$ cat config.mk
export PLATFORM = sky130hd
export DESIGN_NAME = vpts_sequencer
export DESIGN_NICKNAME = d
export VERILOG_FILES = /design/src/hw/vpts_pkg.sv /design/src/hw/vpts_sequencer.sv
export SDC_FILE = /design/constraint.sdc
export NUM_CORES = 1
export LEC_CHECK = 0
export BUFFER_PORTS_ARGS = -buffer_cell sky130_fd_sc_hd__clkbuf_2
export CAP_MARGIN = 10
export CORE_MARGIN = 4
export CORE_UTILIZATION = 40
export CTS_BUF_LIST = sky130_fd_sc_hd__clkbuf_8
export DETAILED_ROUTE_END_ITERATION = 16
export PLACE_DENSITY = 0.59
export RECOVER_POWER = 50
export SYNTH_ARGS = -nofsm -noshare
export SYNTH_HDL_FRONTEND = slang
export SYNTH_SLANG_ARGS = --single-unit
$ cat constraint.sdc
create_clock -name clk_in -period 3.3 [get_ports clk_in]
set_input_delay 0 -clock clk_in [delete_from_list [all_inputs] [get_ports clk_in]]
set_output_delay 0 -clock clk_in [all_outputs]
set_load 0.05 [all_outputs]
$ cat src/hw/vpts_pkg.sv
// constants and types for the valve position teach sequencer
// assumes a single 200 MHz clock; all times below are converted to cycles here
package vpts_pkg;

  localparam longint unsigned CLK_HZ = 64'd200_000_000;

  // times in their printed units
  localparam longint unsigned ENTRY_HOLD_MS = 64'd2000;
  localparam longint unsigned EXIT_HOLD_MS = 64'd5000;
  localparam longint unsigned DEBOUNCE_MS = 64'd10;
  localparam longint unsigned SLOW_BLINK_MHZ = 64'd2000;
  localparam longint unsigned FAST_BLINK_MHZ = 64'd8000;
  localparam longint unsigned FLASH_PHASE_MS = 64'd250;

  // least times round up, blink half periods are nominal
  localparam int ENTRY_HOLD_CYC = int'((CLK_HZ * ENTRY_HOLD_MS + 64'd999) / 64'd1000);
  localparam int EXIT_HOLD_CYC = int'((CLK_HZ * EXIT_HOLD_MS + 64'd999) / 64'd1000);
  localparam int DEBOUNCE_CYC = int'((CLK_HZ * DEBOUNCE_MS + 64'd999) / 64'd1000);
  localparam int SLOW_HALF_CYC = int'((CLK_HZ * 64'd1000) / (SLOW_BLINK_MHZ * 64'd2));
  localparam int FAST_HALF_CYC = int'((CLK_HZ * 64'd1000) / (FAST_BLINK_MHZ * 64'd2));
  localparam int FLASH_PHASE_CYC = int'((CLK_HZ * FLASH_PHASE_MS) / 64'd1000);

  // two flashes: on, off, on, off
  localparam logic [2:0] FLASH_PHASES = 3'h4;

  localparam int POS_W_DEF = 10;
  localparam int MIN_SPAN_DEF = 10;

  // teach steps, also the led index
  localparam logic [1:0] STEP_CLOSED = 2'h0;
  localparam logic [1:0] STEP_SEAT = 2'h1;
  localparam logic [1:0] STEP_OPEN = 2'h2;

  // button indices
  localparam int BTN_POS = 0;
  localparam int BTN_TEACH = 1;

  typedef enum logic [2:0] {
    ST_RUN,
    ST_ENTRY,
    ST_TEACH,
    ST_EXIT,
    ST_ERROR
  } vpts_state_t;

endpackage

$ cat src/hw/vpts_sequencer.sv
// teach-in sequencer: two buttons, three leds, stored closed/seat/open positions
// assumes position_in, target and switching inputs come from logic on clk_in;
// the two buttons are raw pins, active high when pressed
`timescale 1ns/1ps

// Contract
// - operator input comes only from the position-select and teach buttons.
// - two-position and three-position valves are both supported.
// - seal-wear monitoring only when two positions are taught.
// - programming starts at the closed-position step.
// - each position-select press skips to the next step; two reach open.
// - steps may be taught in any order, skipped ones later.
// - untaught seat position selects seal-wear mode at programming end.
// - run mode is entered after power-up without operator action.
// - no target at power-up blinks green until next power cycle.
// - target out of range blinks red.
// - all leds dark when no switching output is active.
// - selection cycles red, yellow, green; starts at closed (red).
// - single-seat valves skip the seat step, leaving it untaught.
// - hold position-select 2 s enters programming; all flash twice; closed lit.
// - teach at closed step stores closed, then seat led lights.
// - teach at open step stores open, then closed led relights.
// - holding position-select 5 s flashes open led at about 2 Hz.
// - release after long hold validates; if valid all flash twice.
// - failed validation flashes closed at 8 Hz until position-select acknowledge.
module vpts_sequencer
  import vpts_pkg::*;
#(
  parameter int POS_W = POS_W_DEF,
  parameter int MIN_SPAN = MIN_SPAN_DEF,
  parameter int ENTRY_HOLD = ENTRY_HOLD_CYC,
  parameter int EXIT_HOLD = EXIT_HOLD_CYC,
  parameter int DEBOUNCE = DEBOUNCE_CYC,
  parameter int SLOW_HALF = SLOW_HALF_CYC,
  parameter int FLASH_PHASE = FLASH_PHASE_CYC
) (
  // clock and reset
  input wire logic clk_in,
  input wire logic reset_n_in,
  // operator buttons (pins)
  input wire logic pos_btn_in,
  input wire logic teach_btn_in,
  // measurement and output state
  input wire logic [POS_W-1:0] position_in,
  input wire logic target_present_in,
  input wire logic in_range_in,
  input wire logic sw_closed_in,
  input wire logic sw_seat_in,
  input wire logic sw_open_in,
  // indicators: closed red, open green, seat yellow
  output logic led_closed_out,
  output logic led_seat_out,
  output logic led_open_out,
  // stored positions and mode
  output logic [POS_W-1:0] closed_pos_out,
  output logic [POS_W-1:0] seat_pos_out,
  output logic [POS_W-1:0] open_pos_out,
  output logic seal_wear_mode_out,
  output logic three_pos_mode_out,
  output logic prog_active_out
);
  localparam int FAST_HALF = int'((64'(SLOW_HALF) * SLOW_BLINK_MHZ) / FAST_BLINK_MHZ);

  if (POS_W < 2 || MIN_SPAN < 1 || ENTRY_HOLD < 1 || EXIT_HOLD <= ENTRY_HOLD || DEBOUNCE < 1 ||
      SLOW_HALF < 1 || FAST_HALF < 1 || FLASH_PHASE < 1) begin : g_bad_param
    $error("vpts_sequencer: unusable parameter values");
  end

  ////////////////////////////////////////////////////////////////////////////
  // button synchronisers and debounce
  logic [1:0] sync1_r;
  logic [1:0] sync2_r;
  logic [1:0] btn_db;

  always_ff @(posedge clk_in or negedge reset_n_in) begin
    if (!reset_n_in) begin
      sync1_r <= 2'h0;
      sync2_r <= 2'h0;
    end else begin
      sync1_r <= {teach_btn_in, pos_btn_in};
      sync2_r <= sync1_r;
    end
  end

  for (genvar i = 0; i < 2; i++) begin : g_db
    logic [31:0] cnt_r;
    logic state_r;
    always_ff @(posedge clk_in or negedge reset_n_in) begin
      if (!reset_n_in) begin
        cnt_r <= 32'h0;
        state_r <= 1'b0;
      end else if (sync2_r[i] == state_r) begin
        cnt_r <= 32'h0;
      end else if (cnt_r >= 32'(DEBOUNCE - 1)) begin
        cnt_r <= 32'h0;
        state_r <= sync2_r[i];
      end else begin
        cnt_r <= cnt_r + 32'h1;
      end
    end
    assign btn_db[i] = state_r;
  end

  logic [1:0] btn_q_r;
  logic pos_rise;
  logic pos_fall;
  logic teach_rise;
  logic [31:0] hold_cnt_r;
  logic hold_entry;
  logic hold_exit;

  assign pos_rise = btn_db[BTN_POS] & ~btn_q_r[BTN_POS];
  assign pos_fall = ~btn_db[BTN_POS] & btn_q_r[BTN_POS];
  assign teach_rise = btn_db[BTN_TEACH] & ~btn_q_r[BTN_TEACH];
  assign hold_entry = hold_cnt_r >= 32'(ENTRY_HOLD);
  assign hold_exit = hold_cnt_r >= 32'(EXIT_HOLD);

  // hold count saturates so a very long press cannot wrap into a short one
  always_ff @(posedge clk_in or negedge reset_n_in) begin
    if (!reset_n_in) begin
      btn_q_r <= 2'h0;
      hold_cnt_r <= 32'h0;
    end else begin
      btn_q_r <= btn_db;
      if (!btn_db[BTN_POS]) begin
        hold_cnt_r <= 32'h0;
      end else if (!hold_exit) begin
        hold_cnt_r <= hold_cnt_r + 32'h1;
      end
    end
  end

  ////////////////////////////////////////////////////////////////////////////
  // blink and flash timing
  logic [31:0] slow_cnt_r;
  logic [31:0] fast_cnt_r;
  logic slow_r;
  logic fast_r;

  always_ff @(posedge clk_in or negedge reset_n_in) begin
    if (!reset_n_in) begin
      slow_cnt_r <= 32'h0;
      fast_cnt_r <= 32'h0;
      slow_r <= 1'b0;
      fast_r <= 1'b0;
    end else begin
      slow_cnt_r <= (slow_cnt_r >= 32'(SLOW_HALF - 1)) ? 32'h0 : slow_cnt_r + 32'h1;
      fast_cnt_r <= (fast_cnt_r >= 32'(FAST_HALF - 1)) ? 32'h0 : fast_cnt_r + 32'h1;
      if (slow_cnt_r >= 32'(SLOW_HALF - 1)) begin
        slow_r <= ~slow_r;
      end
      if (fast_cnt_r >= 32'(FAST_HALF - 1)) begin
        fast_r <= ~fast_r;
      end
    end
  end

  ////////////////////////////////////////////////////////////////////////////
  // power-up target check, caught on the first edge after reset release
  logic boot_done_r;
  logic no_target_r;

  always_ff @(posedge clk_in or negedge reset_n_in) begin
    if (!reset_n_in) begin
      boot_done_r <= 1'b0;
      no_target_r <= 1'b0;
    end else if (!boot_done_r) begin
      boot_done_r <= 1'b1;
      no_target_r <= ~target_present_in;
    end
  end

  ////////////////////////////////////////////////////////////////////////////
  // sequencer
  vpts_state_t state_r;
  logic [1:0] step_r;
  logic armed_r;
  logic [31:0] phase_cnt_r;
  logic [2:0] phase_idx_r;
  logic [2:0] taught_r;
  logic [POS_W-1:0] closed_pos_r;
  logic [POS_W-1:0] seat_pos_r;
  logic [POS_W-1:0] open_pos_r;
  logic seal_wear_r;
  logic flash_done;
  logic [POS_W-1:0] span;
  logic valid;

  assign flash_done = (phase_idx_r == FLASH_PHASES - 3'h1) && (phase_cnt_r >= 32'(FLASH_PHASE - 1));
  assign span = (open_pos_r > closed_pos_r) ? open_pos_r - closed_pos_r : closed_pos_r - open_pos_r;
  // the seat point, when taught, must differ from both end points
  assign valid = taught_r[STEP_CLOSED] & taught_r[STEP_OPEN] & (span >= POS_W'(MIN_SPAN)) &
                 (~taught_r[STEP_SEAT] | ((seat_pos_r != closed_pos_r) & (seat_pos_r != open_pos_r)));

  // armed_r drops the release of the press that opened a session, so the
  // entry hold cannot also count as a skip
  always_ff @(posedge clk_in or negedge reset_n_in) begin
    if (!reset_n_in) begin
      state_r <= ST_RUN;
      step_r <= STEP_CLOSED;
      armed_r <= 1'b0;
      taught_r <= 3'h0;
      seal_wear_r <= 1'b1;
    end else begin
      case (state_r)
        ST_RUN: begin
          if (hold_entry) begin
            state_r <= ST_ENTRY;
            armed_r <= 1'b0;
          end
        end
        ST_ENTRY: begin
          if (flash_done) begin
            state_r <= ST_TEACH;
            step_r <= STEP_CLOSED;
          end
        end
        ST_TEACH: begin
          if (!btn_db[BTN_POS]) begin
            armed_r <= 1'b1;
          end
          if (pos_fall && armed_r && hold_exit) begin
            state_r <= valid ? ST_EXIT : ST_ERROR;
          end else if (pos_fall && armed_r) begin
            step_r <= (step_r == STEP_OPEN) ? STEP_CLOSED : step_r + 2'h1;
          end else if (teach_rise) begin
            taught_r[step_r] <= 1'b1;
            step_r <= (step_r == STEP_OPEN) ? STEP_CLOSED : step_r + 2'h1;
          end
        end
        ST_EXIT: begin
          if (flash_done) begin
            state_r <= ST_RUN;
            seal_wear_r <= ~taught_r[STEP_SEAT];
          end
        end
        ST_ERROR: begin
          if (pos_rise) begin
            state_r <= ST_TEACH;
            step_r <= STEP_CLOSED;
            taught_r <= 3'h0;
            armed_r <= 1'b0;
          end
        end
        default: begin
          state_r <= ST_RUN;
        end
      endcase
    end
  end

  always_ff @(posedge clk_in or negedge reset_n_in) begin
    if (!reset_n_in) begin
      closed_pos_r <= '0;
      seat_pos_r <= '0;
      open_pos_r <= '0;
    end else if (state_r == ST_TEACH && teach_rise && !(pos_fall && armed_r)) begin
      case (step_r)
        STEP_CLOSED: closed_pos_r <= position_in;
        STEP_SEAT: seat_pos_r <= position_in;
        STEP_OPEN: open_pos_r <= position_in;
        default: closed_pos_r <= closed_pos_r;
      endcase
    end
  end

  always_ff @(posedge clk_in or negedge reset_n_in) begin
    if (!reset_n_in) begin
      phase_cnt_r <= 32'h0;
      phase_idx_r <= 3'h0;
    end else if (state_r != ST_ENTRY && state_r != ST_EXIT) begin
      phase_cnt_r <= 32'h0;
      phase_idx_r <= 3'h0;
    end else if (phase_cnt_r >= 32'(FLASH_PHASE - 1)) begin
      phase_cnt_r <= 32'h0;
      phase_idx_r <= phase_idx_r + 3'h1;
    end else begin
      phase_cnt_r <= phase_cnt_r + 32'h1;
    end
  end

  ////////////////////////////////////////////////////////////////////////////
  // indicators; led order {open, seat, closed}
  logic [2:0] led_nxt;
  logic [2:0] led_r;

  always_comb begin
    led_nxt = 3'h0;
    case (state_r)
      ST_ENTRY, ST_EXIT: led_nxt = phase_idx_r[0] ? 3'h0 : 3'h7;
      ST_TEACH: begin
        if (btn_db[BTN_POS] && hold_exit) begin
          led_nxt = {slow_r, 2'h0};
        end else begin
          led_nxt = 3'h1 << step_r;
        end
      end
      ST_ERROR: led_nxt = {2'h0, fast_r};
      ST_RUN: begin
        if (no_target_r) begin
          led_nxt = {slow_r, 2'h0};
        end else if (!in_range_in) begin
          led_nxt = {2'h0, slow_r};
        end else begin
          led_nxt = {sw_open_in, sw_seat_in, sw_closed_in};
        end
      end
      default: led_nxt = 3'h0;
    endcase
  end

  always_ff @(posedge clk_in or negedge reset_n_in) begin
    if (!reset_n_in) begin
      led_r <= 3'h0;
    end else begin
      led_r <= led_nxt;
    end
  end

  assign led_closed_out = led_r[STEP_CLOSED];
  assign led_seat_out = led_r[STEP_SEAT];
  assign led_open_out = led_r[STEP_OPEN];
  assign closed_pos_out = closed_pos_r;
  assign seat_pos_out = seat_pos_r;
  assign open_pos_out = open_pos_r;
  assign seal_wear_mode_out = seal_wear_r;
  assign three_pos_mode_out = ~seal_wear_r;
  assign prog_active_out = state_r != ST_RUN;
endmodule // vpts_sequencer

==> results.sh, run 1 <==
export IMPL_violations="max-capacitance violations, max-slew violations"
export IMPL_ys_types=73
export IMPL_drive_gt1_share_pct=13.0
export IMPL_start_util_pct=40.9
export IMPL_finClkSkew_ns=0.0245
export IMPL_layout_common_cells="dfrtp_1 (249), nor2_1 (181), xor2_1 (82), xnor2_1 (81)"
export IMPL_core_area_sq_um=30000
export IMPL_wire_per_inst_um=13.7
export IMPL_synth_flop_cell="dfrtp_1"
export IMPL_synth_edf_count=0
export IMPL_final_net_count=1371
export IMPL_fmax_mhz=360
export IMPL_path_delay_family="compound AO/OA/AOI/OAI gates"
export IMPL_end_kind="flip-flop"
export IMPL_worst_path_buf_inv=2
export IMPL_die_area_sq_um=33500
export IMPL_num_rows=63
export IMPL_synth_compound_area_share_pct=6.65
export IMPL_firstDrtPassIters=5
export IMPL_antenna_found_initial=0
export IMPL_cp_start_kind="flip-flop"
export IMPL_syn_inst=1184
export IMPL_yosysSeqAreaShare_pct=51.0
export IMPL_die_w_um=183
export IMPL_h_tree_depth=2
export IMPL_synth_area_mux_share_pct=3.60
export IMPL_hold_viol_final=0
export IMPL_area_growth_pct=15.7
export IMPL_numCtsBuffers=44
export IMPL_cap_violations=1
export IMPL_gp_congestion=0.834
export IMPL_setup_viol=0
export IMPL_synth_fa_ha_area_share_pct=3.18
export IMPL_dp_final_hpwl_mm=16.1
export IMPL_ioPinCount=55
export IMPL_async_flop_share_pct=100
export IMPL_synth_xor_area_share_pct=11.6
export IMPL_yosys_warnings=0
export IMPL_power_density_nw_per_um2=457
export IMPL_cts_resized=0
export IMPL_fin_crit_sh_pct=84.2
export IMPL_path_clk_slew_ns=0.06
export IMPL_power_leakage_nw=6.13
export IMPL_fill_cells=2875
export IMPL_tns_ns=0
export IMPL_grt_ovfl_total=0
export IMPL_crit_path_top_delay_cell="dfrtp_1"
export IMPL_worstPathRequired_ns=3.73
export IMPL_crit_arrival_ns=3.20
export IMPL_io_buffers=54
export IMPL_drc=0
export IMPL_die_y_um=183
export IMPL_rsz0062_at_grt="false"
export IMPL_max_stage_delay_ns=0.43
export IMPL_cts_tree="yes"
export IMPL_layout_commonest_cell="dfrtp_1"
export IMPL_max_slew_margin_pct=-28.3
export IMPL_finalMaxSlewViolations=74
export IMPL_synth_simple_area_share_pct=21.0
export IMPL_outcome="finished with violations"
export IMPL_vias=8656
export IMPL_routed_wl_mm=23.9
export IMPL_clock_sinks=250
export IMPL_grtUsageTotal_pct=14.5
export IMPL_clock_latency_ns=0.57
export IMPL_antenna_left=0
export IMPL_utilization_pct=47.4
export IMPL_synth_top_family_by_area="simple AND/OR/NAND/NOR gates"
export IMPL_post_route_min_period_ns=2.78
export IMPL_crit_chain="inv_1, ha_1, inv_1, fa_1, a21o_1, a221oi_1, o221ai_1, o21ai_1, nand4_1, o211ai_1, o221ai_1"
export IMPL_grt_pass1_wl_mm=41.5
export IMPL_worstMarginPinSlew_ns=1.92
export IMPL_grt_pass1_vias=8722
export IMPL_grt_max_degree=99
export IMPL_cts_root_buffer="clkbuf_8"
export IMPL_syn_area_per_cell_sq_um=10.4
export IMPL_critical_path_class="flip-flop to flip-flop"
export IMPL_drtIter0Drc=408
export IMPL_synthesis_area_sq_um=12300
export IMPL_hold_class="input pin to flip-flop"
export IMPL_critPathMaxFanout=5
export IMPL_ir_worst_vdd_v=0.000329
export IMPL_synth_seq_cells=250
export IMPL_viasPerCell=4.95
export IMPL_cts_buffer_depth=3
export IMPL_n_antenna_cell=0
per-layer routing:
metal / vias up / track usage [%] / share of wire (%)
li1: 4321 / - / -
met1: 4170 / 19.8 / 47
met2: 122 / 23.6 / 47
met3: 43 / 2.80 / 3.7
met4: 0 / 4.59 / 2.1
met5: - / 0 / 0
final timing paths:
path	from	endpoint	slack, ns	cells after the start
max in group asynchronous	reset_n_in	seal_wear_mode_out	1.48	3
min	pos_btn_in	sync1_r[0]	0.09	2
max reg2reg	open_pos_out[0]	state_r[1]	0.52	11
min reg2reg	sync1_r[0]	sync2_r[0]	0.35	0
max	open_pos_out[0]	state_r[1]	0.52	11
min in group asynchronous	reset_n_in	g_db[0].cnt_r[1]	0.50	2
what timing repair did:
action / in CTS / in global routing
endpoints found under the hold margin: 217 / 0
hold buffers: 20 / 0
buffers inserted: 0 / 0
through the flow:
step | std cells | instance area [sq um] | hold WS, ns | total power (W) | setup slack (ns)
floorplan | 1225 | 12400 | -0.296 | 0.00354 | 0.500
global placement | 1646 | 13100 | 0.0146 | 0.00371 | 0.675
detailed placement | 1646 | 13100 | 0.0184 | 0.00372 | 0.541
CTS | 1747 | 14200 | 0.00311 | 0.00661 | 0.525
global route | 1747 | 14200 | 0.0737 | 0.00681 | 0.299
finish | 1747 | 14200 | 0.0881 | 0.00648 | 0.522
area by class of cell:
cell class | count | area (sq um) | area share, %
flip-flops and latches | 250 | 6260 | 44.1
multi-input cells | 894 | 5810 | 41.0
clock buffers | 52 | 716 | 5.04
repair buffers | 83 | 558 | 3.93
well taps | 390 | 488 | 3.44
inverters | 49 | 184 | 1.30
clock inverters | 29 | 171 | 1.21
flip-flops by register name (all words and copies together) (netlist names), 2 cells and up:
signal,count
sync2_r,2
slow_cnt_r,32
state_r,3
seat_pos_out,10
led_r,3
sync1_r,2
phase_idx_r,3
fast_cnt_r,32
open_pos_out,10
hold_cnt_r,32
taught_r,3
step_r,2
g_db.state_r,2
btn_q_r,2
closed_pos_out,10
g_db.cnt_r,64
phase_cnt_r,32
synth_stat cells (4+ instances only):
cell type	instances	area (sq um)
a21o_1	6	45.0
a21oi_1	24	120
a31oi_1	8	50.1
a41oi_1	4	35.0
and2_1	9	56.3
and3_1	28	175
and4_1	12	105
clkbuf_1	25	93.8
dfrtp_1	249	6230
ha_1	28	350
inv_1	48	180
mux2_1	10	113
mux2_2	23	259
mux2i_1	7	70.1
nand2_1	68	255
nand2b_1	10	62.6
nand3_1	59	295
nand4_1	29	181
nor2_1	181	679
nor2_4	18	203
nor2b_1	6	37.5
nor3_1	28	140
nor4_1	27	169
o2111ai_1	5	43.8
o211ai_1	4	30.0
o21a_1	9	67.6
o21ai_0	11	55.1
o21ai_1	6	30.0
o221ai_1	4	35.0
o31ai_1	5	37.5
or2_2	4	25.0
or3_1	6	37.5
or4_1	4	30.0
xnor2_1	81	709
xor2_1	82	718
report_power, final:
part / internal, W / total, W / switching, W / leakage [nW]
sequential: 0.00314 / 0.00319 / 0.0000581 / 3.29
clock: 0.00153 / 0.00280 / 0.00128 / 0.532
combinational: 0.000168 / 0.000484 / 0.000316 / 2.31
total: 0.00483 / 0.00648 / 0.00165 / 6.13
logic make-up (layout without fill, tap and decap cells):
| group | Yosys count | count (layout) |
|---|---|---|
| buffers and inverters | 81 | 213 |
| AO/OA/AOI/OAI | 116 | 116 |
| multiplexers | 40 | 40 |
| other | 2 | 43 |
| flip-flops | 250 | 250 |
| XOR/XNOR | 163 | 163 |
| adder cells (fa/ha/maj) | 30 | 30 |
| AND/OR/NAND/NOR | 502 | 502 |
Power figures use the tool's default switching activity.
==> run 2: changes to the inputs <==
clock period = 2.6 ns   (was 3.3 ns; I/O delays follow)
==> results.sh, run 2 (synthesis gave the netlist of run 1 again) <==
export IMPL_max_slew_margin_pct=9.93
export IMPL_critPathMaxFanout=4
export IMPL_layout_common_cells="dfrtp_1 (234), nor2_1 (181), xor2_1 (82), xnor2_1 (81), nand2_1 (68)"
export IMPL_outcome="complete, no violations"
export IMPL_n_antenna_cell=0
export IMPL_area_growth_pct=17.9
export IMPL_power_internal_w=0.00630
export IMPL_antenna_found_initial=0
export IMPL_start_util_pct=40.9
export IMPL_utilization_pct=48.2
export IMPL_die_y_um=183
export IMPL_dp_final_hpwl_mm=17.2
export IMPL_num_rows=63
export IMPL_final_net_count=1399
export IMPL_fmax_mhz=402
export IMPL_grt_max_degree=52
export IMPL_crit_chain="inv_2, ha_4, inv_2, fa_2, a21o_1, a221oi_2, buf_4, mux2i_1, a2111o_1, o211ai_1, o221ai_1"
export IMPL_layout_commonest_cell="dfrtp_1"
export IMPL_post_route_min_period_ns=2.49
export IMPL_power_leakage_nw=6.20
export IMPL_clock_sinks=250
export IMPL_hold_class="input pin to flip-flop"
export IMPL_io_buffers=54
export IMPL_cp_start_kind="flip-flop"
export IMPL_drive_gt1_share_pct=15.4
export IMPL_power_density_nw_per_um2=583
export IMPL_drc=0
export IMPL_cp_common_cell="inv_2"
export IMPL_ioPinCount=55
export IMPL_largest_reg_flops=64
export IMPL_reg2reg_depth=11
export IMPL_clock_latency_ns=0.56
export IMPL_cts_buffer_depth=3
export IMPL_critical_path_class="flip-flop to flip-flop"
export IMPL_path_clk_slew_ns=0.06
export IMPL_cts_root_buffer="clkbuf_8"
export IMPL_fin_crit_sh_pct=95.7
export IMPL_rsz0062_at_grt="true"
export IMPL_path_delay_family="compound AO/OA/AOI/OAI gates"
export IMPL_crit_arrival_ns=2.91
export IMPL_holdPathEnd="led_r[2]"
export IMPL_worstPathRequired_ns=3.03
export IMPL_grt_pass1_wl_mm=43.5
export IMPL_end_kind="flip-flop"
export IMPL_routed_wl_mm=25.1
export IMPL_setup_viol=0
export IMPL_r2r_setup_slack_ns=0.11
export IMPL_vias=8823
export IMPL_numCtsBuffers=44
export IMPL_die_w_um=183
export IMPL_drtIter0Drc=404
export IMPL_h_tree_depth=2
export IMPL_power_frac_seq_pct=48.1
export IMPL_max_stage_delay_ns=0.43
export IMPL_largest_register="g_db.cnt_r"
export IMPL_worst_path_buf_inv=3
export IMPL_final_instance_count_excl_fill=1776
export IMPL_ir_worst_vdd_v=0.000348
export IMPL_hold_viol_final=0
export IMPL_grt_pass1_vias=8898
export IMPL_worstMarginPinSlew_ns=1.35
export IMPL_finalMaxSlewViolations=0
export IMPL_crit_path_top_delay_cell="dfrtp_2"
export IMPL_wire_per_inst_um=14.1
export IMPL_net_switching_power_w=0.00212
export IMPL_cap_violations=0
export IMPL_r2r_end="state_r[1]"
export IMPL_firstDrtPassIters=5
export IMPL_combPwrFrac_pct=7.8
export IMPL_r2r_start="open_pos_out[0]"
export IMPL_placedCellCount=1671
export IMPL_cts_tree="yes"
export IMPL_core_area_sq_um=30000
export IMPL_antenna_left=0
export IMPL_grt_ovfl_total=0
export IMPL_p_sw_share_pct=25.2
export IMPL_gp_congestion=0.840
export IMPL_min_delay_path_depth=6
export IMPL_die_area_sq_um=33500
export IMPL_clockPowerShare_pct=44.0
export IMPL_viasPerCell=4.97
export IMPL_tns_ns=0
export IMPL_grtUsageTotal_pct=15.3
export IMPL_finClkSkew_ns=0.0262
export IMPL_hp_start="sw_open_in"
-- run 2: changes by cell type in the layout (fill, tap and decap cells not counted), moves of 3 or more --
cell      delta
dfrtp_1     -15
inv_2        +3
buf_4       +24
inv_1        -8
clkbuf_1    +20
clkbuf_8     +5
clkbuf_2    -16
dfrtp_2     +15
-- run 2: power groups by stage --
stage	combinational, W	clock, W	sequential (W)
2_1_floorplan	0.000271	0	0.00422
3_3_place_gp	0.000633	0	0.00412
3_5_place_dp	0.000638	0	0.00412
4_1_cts	0.000672	0.00385	0.00405
5_1_grt	0.000734	0.00406	0.00406
6_report	0.000659	0.00371	0.00405
-- run 2: metal layers --
layer | global-route usage, % | routed length (um) | vias up
li1 | - | - | 4370
met1 | 21.4 | 12100 | 4243
met2 | 24.5 | 11400 | 163
met3 | 2.58 | 1000 | 47
met4 | 5.13 | 580 | 0
met5 | 0 | 0 | -
-- run 2: how the worst max path moves through the flow --
stage | startpoint | slack, ns | end | cells past startpoint
detailed placement | open_pos_out[0] | -0.05 | state_r[1] | 11
global route | open_pos_out[0] | -0.03 | state_r[1] | 11
finish | open_pos_out[0] | 0.11 | state_r[1] | 11
global placement | open_pos_out[0] | 0.01 | state_r[1] | 11
floorplan | closed_pos_out[2] | 0.02 | state_r[1] | 10
CTS | open_pos_out[0] | 0.05 | state_r[1] | 11
-- run 2: final cells by class --
| type | instances | area [sq um] |
|---|---|---|
| clock buffer | 57 | 785 |
| fill | 2830 | 15500 |
| tap | 390 | 488 |
| clock inverter | 25 | 143 |
| sequential | 250 | 6280 |
| multi-input combinational | 894 | 5850 |
| timing repair buffer | 111 | 728 |
| inverter | 49 | 184 |
-- run 2: worst register-to-register path: stages (launching register included) --
cell      delay (ns)
dfrtp_2         0.43
inv_2           0.07
ha_4            0.12
inv_2           0.03
fa_2            0.34
a21o_1          0.19
a221oi_2        0.28
buf_4           0.16
mux2i_1         0.06
a2111o_1        0.38
o211ai_1        0.15
o221ai_1        0.15
-- run 2: timing repair --
item | in CTS | in global routing
buffers inserted | 0 | 3
hold endpoints to repair | 285 | 0
gates resized for setup | 1 | 10
pin swaps | 0 | 5
endpoints found under the setup margin | 3 | 8
hold buffers | 20 | 0
-- run 2: per-stage QoR --
step                hold slack, ns  cell area, sq um  setup WS, ns  total power (W)
floorplan                   -0.296             12400        0.0189          0.00449
global placement           -0.0132             13300        0.0144          0.00475
detailed placement        -0.00109             13300       -0.0475          0.00476
CTS                         0.0374             14500        0.0496          0.00858
global route                0.0642             14500       -0.0271          0.00885
finish                      0.0386             14500         0.112          0.00842
==> run 3: changes to the inputs <==
CORE_MARGIN = 5   (was 4)
==> results.sh, run 3 (synthesis gave the netlist of run 1 again) <==
export IMPL_layout_common_cells="dfrtp_1 (234), nor2_1 (181), xor2_1 (82), xnor2_1 (81), nand2_1 (68)"
export IMPL_die_y_um=185
export IMPL_crit_cells=10
export IMPL_grt_pass1_wl_mm=42.9
export IMPL_crit_chain="inv_1, ha_2, o21ai_1, a21oi_1, o21a_1, or4_1, a2111o_1, o211ai_1, buf_4, a41o_1"
export IMPL_hold_viol_final=0
export IMPL_finalMaxSlewViolations=76
export IMPL_violations="max-capacitance violations, max-slew violations"
export IMPL_cts_buffer_depth=3
export IMPL_firstDrtPassIters=5
export IMPL_max_slew_margin_pct=-33.3
export IMPL_fin_crit_sh_pct=97.5
export IMPL_cp_start_kind="flip-flop"
export IMPL_crit_arrival_ns=3.02
export IMPL_tns_ns=0
export IMPL_io_buffers=54
export IMPL_r2r_end="state_r[2]"
export IMPL_ioPinCount=55
export IMPL_cap_violations=1
export IMPL_area_growth_pct=18.6
export IMPL_dpl_cell_area_sq_um=13300
export IMPL_dp_final_hpwl_mm=17.0
export IMPL_grt_ovfl_total=0
export IMPL_final_net_count=1396
export IMPL_path_clk_slew_ns=0.06
export IMPL_setup_ws_ns=0.0652
export IMPL_cts_tree="yes"
export IMPL_multi_input_area_sq_um=5870
export IMPL_grtUsageTotal_pct=15.0
export IMPL_grt_max_degree=78
export IMPL_post_route_min_period_ns=2.53
export IMPL_numCtsBuffers=45
export IMPL_path_delay_family="compound AO/OA/AOI/OAI gates"
export IMPL_max_stage_delay_ns=0.47
export IMPL_power_density_nw_per_um2=590
export IMPL_cts_root_buffer="clkbuf_8"
export IMPL_crit_path_top_delay_cell="or4_1"
export IMPL_crit_start="closed_pos_out[2]"
export IMPL_finClkSkew_ns=0.0179
export IMPL_end_kind="flip-flop"
export IMPL_die_w_um=185
export IMPL_outcome="finished with violations"
export IMPL_start_util_pct=40.3
export IMPL_r2r_start="closed_pos_out[2]"
export IMPL_drtIter0Drc=430
export IMPL_viasPerCell=4.96
export IMPL_wire_per_inst_um=14.1
export IMPL_crit_end="state_r[2]"
export IMPL_vias=8815
export IMPL_rsz0062_at_grt="true"
export IMPL_largest_reg_flops=64
export IMPL_largest_register="g_db.cnt_r"
export IMPL_die_area_sq_um=34200
export IMPL_layout_commonest_cell="dfrtp_1"
export IMPL_reg2reg_depth=10
export IMPL_antenna_left=0
export IMPL_worstPathRequired_ns=3.09
export IMPL_core_area_sq_um=30400
export IMPL_gp_congestion=0.794
export IMPL_fmax_mhz=395
export IMPL_critical_path_class="flip-flop to flip-flop"
export IMPL_ir_worst_vdd_v=0.000355
export IMPL_clock_latency_ns=0.55
export IMPL_dp_slack_ns=-0.135
export IMPL_routed_wl_mm=25.1
export IMPL_num_rows=64
export IMPL_clock_sinks=250
export IMPL_r2r_setup_slack_ns=0.07
export IMPL_worst_path_buf_inv=2
export IMPL_hold_class="input pin to flip-flop"
export IMPL_drc=0
export IMPL_fin_area_sq_um=14500
export IMPL_critPathMaxFanout=8
export IMPL_antenna_found_initial=0
export IMPL_h_tree_depth=2
export IMPL_power_w=0.00858
export IMPL_setup_viol=0
export IMPL_fill_cells=2941
export IMPL_drive_gt1_share_pct=17.1
export IMPL_worstMarginPinSlew_ns=2.00
export IMPL_n_antenna_cell=0
export IMPL_grt_pass1_vias=8818
export IMPL_layout_area_seq_sq_um=6280
export IMPL_power_leakage_nw=6.26
run 3: metrics by stage:
| stage | util [%] | std cells | hold WS, ns |
|---|---|---|---|
| 2_1_floorplan | - | 1225 | -0.296 |
| 3_3_place_gp | 43.8 | 1672 | 0.0303 |
| 3_5_place_dp | 43.8 | 1672 | 0.0330 |
| 4_1_cts | 47.6 | 1772 | 0.0121 |
| 5_1_grt | 47.8 | 1776 | 0.0192 |
| 6_report | 47.8 | 1776 | 0.0543 |
run 3: area by class of cell:
cell class | count | area share, %
inverters | 49 | 1.27
flip-flops and latches | 250 | 43.2
multi-input cells | 894 | 40.4
repair buffers | 107 | 5.17
clock inverters | 26 | 1.47
clock buffers | 54 | 5.11
well taps | 396 | 3.41
run 3: worst reg2reg max path: cells and delay by family, from the launching register on:
| kind | cells | cell delay [ns] |
|---|---|---|
| AO/OA/AOI/OAI | 6 | 1.03 |
| adder cells (fa/ha/maj) | 1 | 0.32 |
| buffers and inverters | 2 | 0.23 |
| flip-flops | 1 | 0.43 |
| AND/OR/NAND/NOR | 1 | 0.47 |
run 3: repair_timing:
item,in CTS,in global routing
hold endpoints to repair,285,0
setup endpoints to repair,3,4
pin swaps,2,8
hold buffers,19,0
setup buffers,1,4
gates resized for setup,3,14
run 3: per-layer routing:
layer	up-vias	part of all wire, %	track usage, %
li1	4366	-	-
met1	4236	46	20.2
met2	151	46	24.2
met3	62	4.3	3.12
met4	0	2.8	5.11
met5	-	0	0
run 3: worst min path at each step:
stage	slack [ns]	from	cells after the start	end
detailed placement	0.03	reset_n_in	1	phase_cnt_r[19]
global route	0.02	in_range_in	6	led_r[2]
floorplan	-0.30	reset_n_in	0	armed_r
finish	0.05	in_range_in	6	led_r[2]
global placement	0.03	reset_n_in	1	phase_cnt_r[19]
CTS	0.01	reset_n_in	2	phase_cnt_r[19]
run 3: power by group:
| part | switching [W] | internal (W) |
|---|---|---|
| Combinational | 0.000428 | 0.000239 |
| Sequential | 0.0000742 | 0.00398 |
| Clock | 0.00158 | 0.00227 |
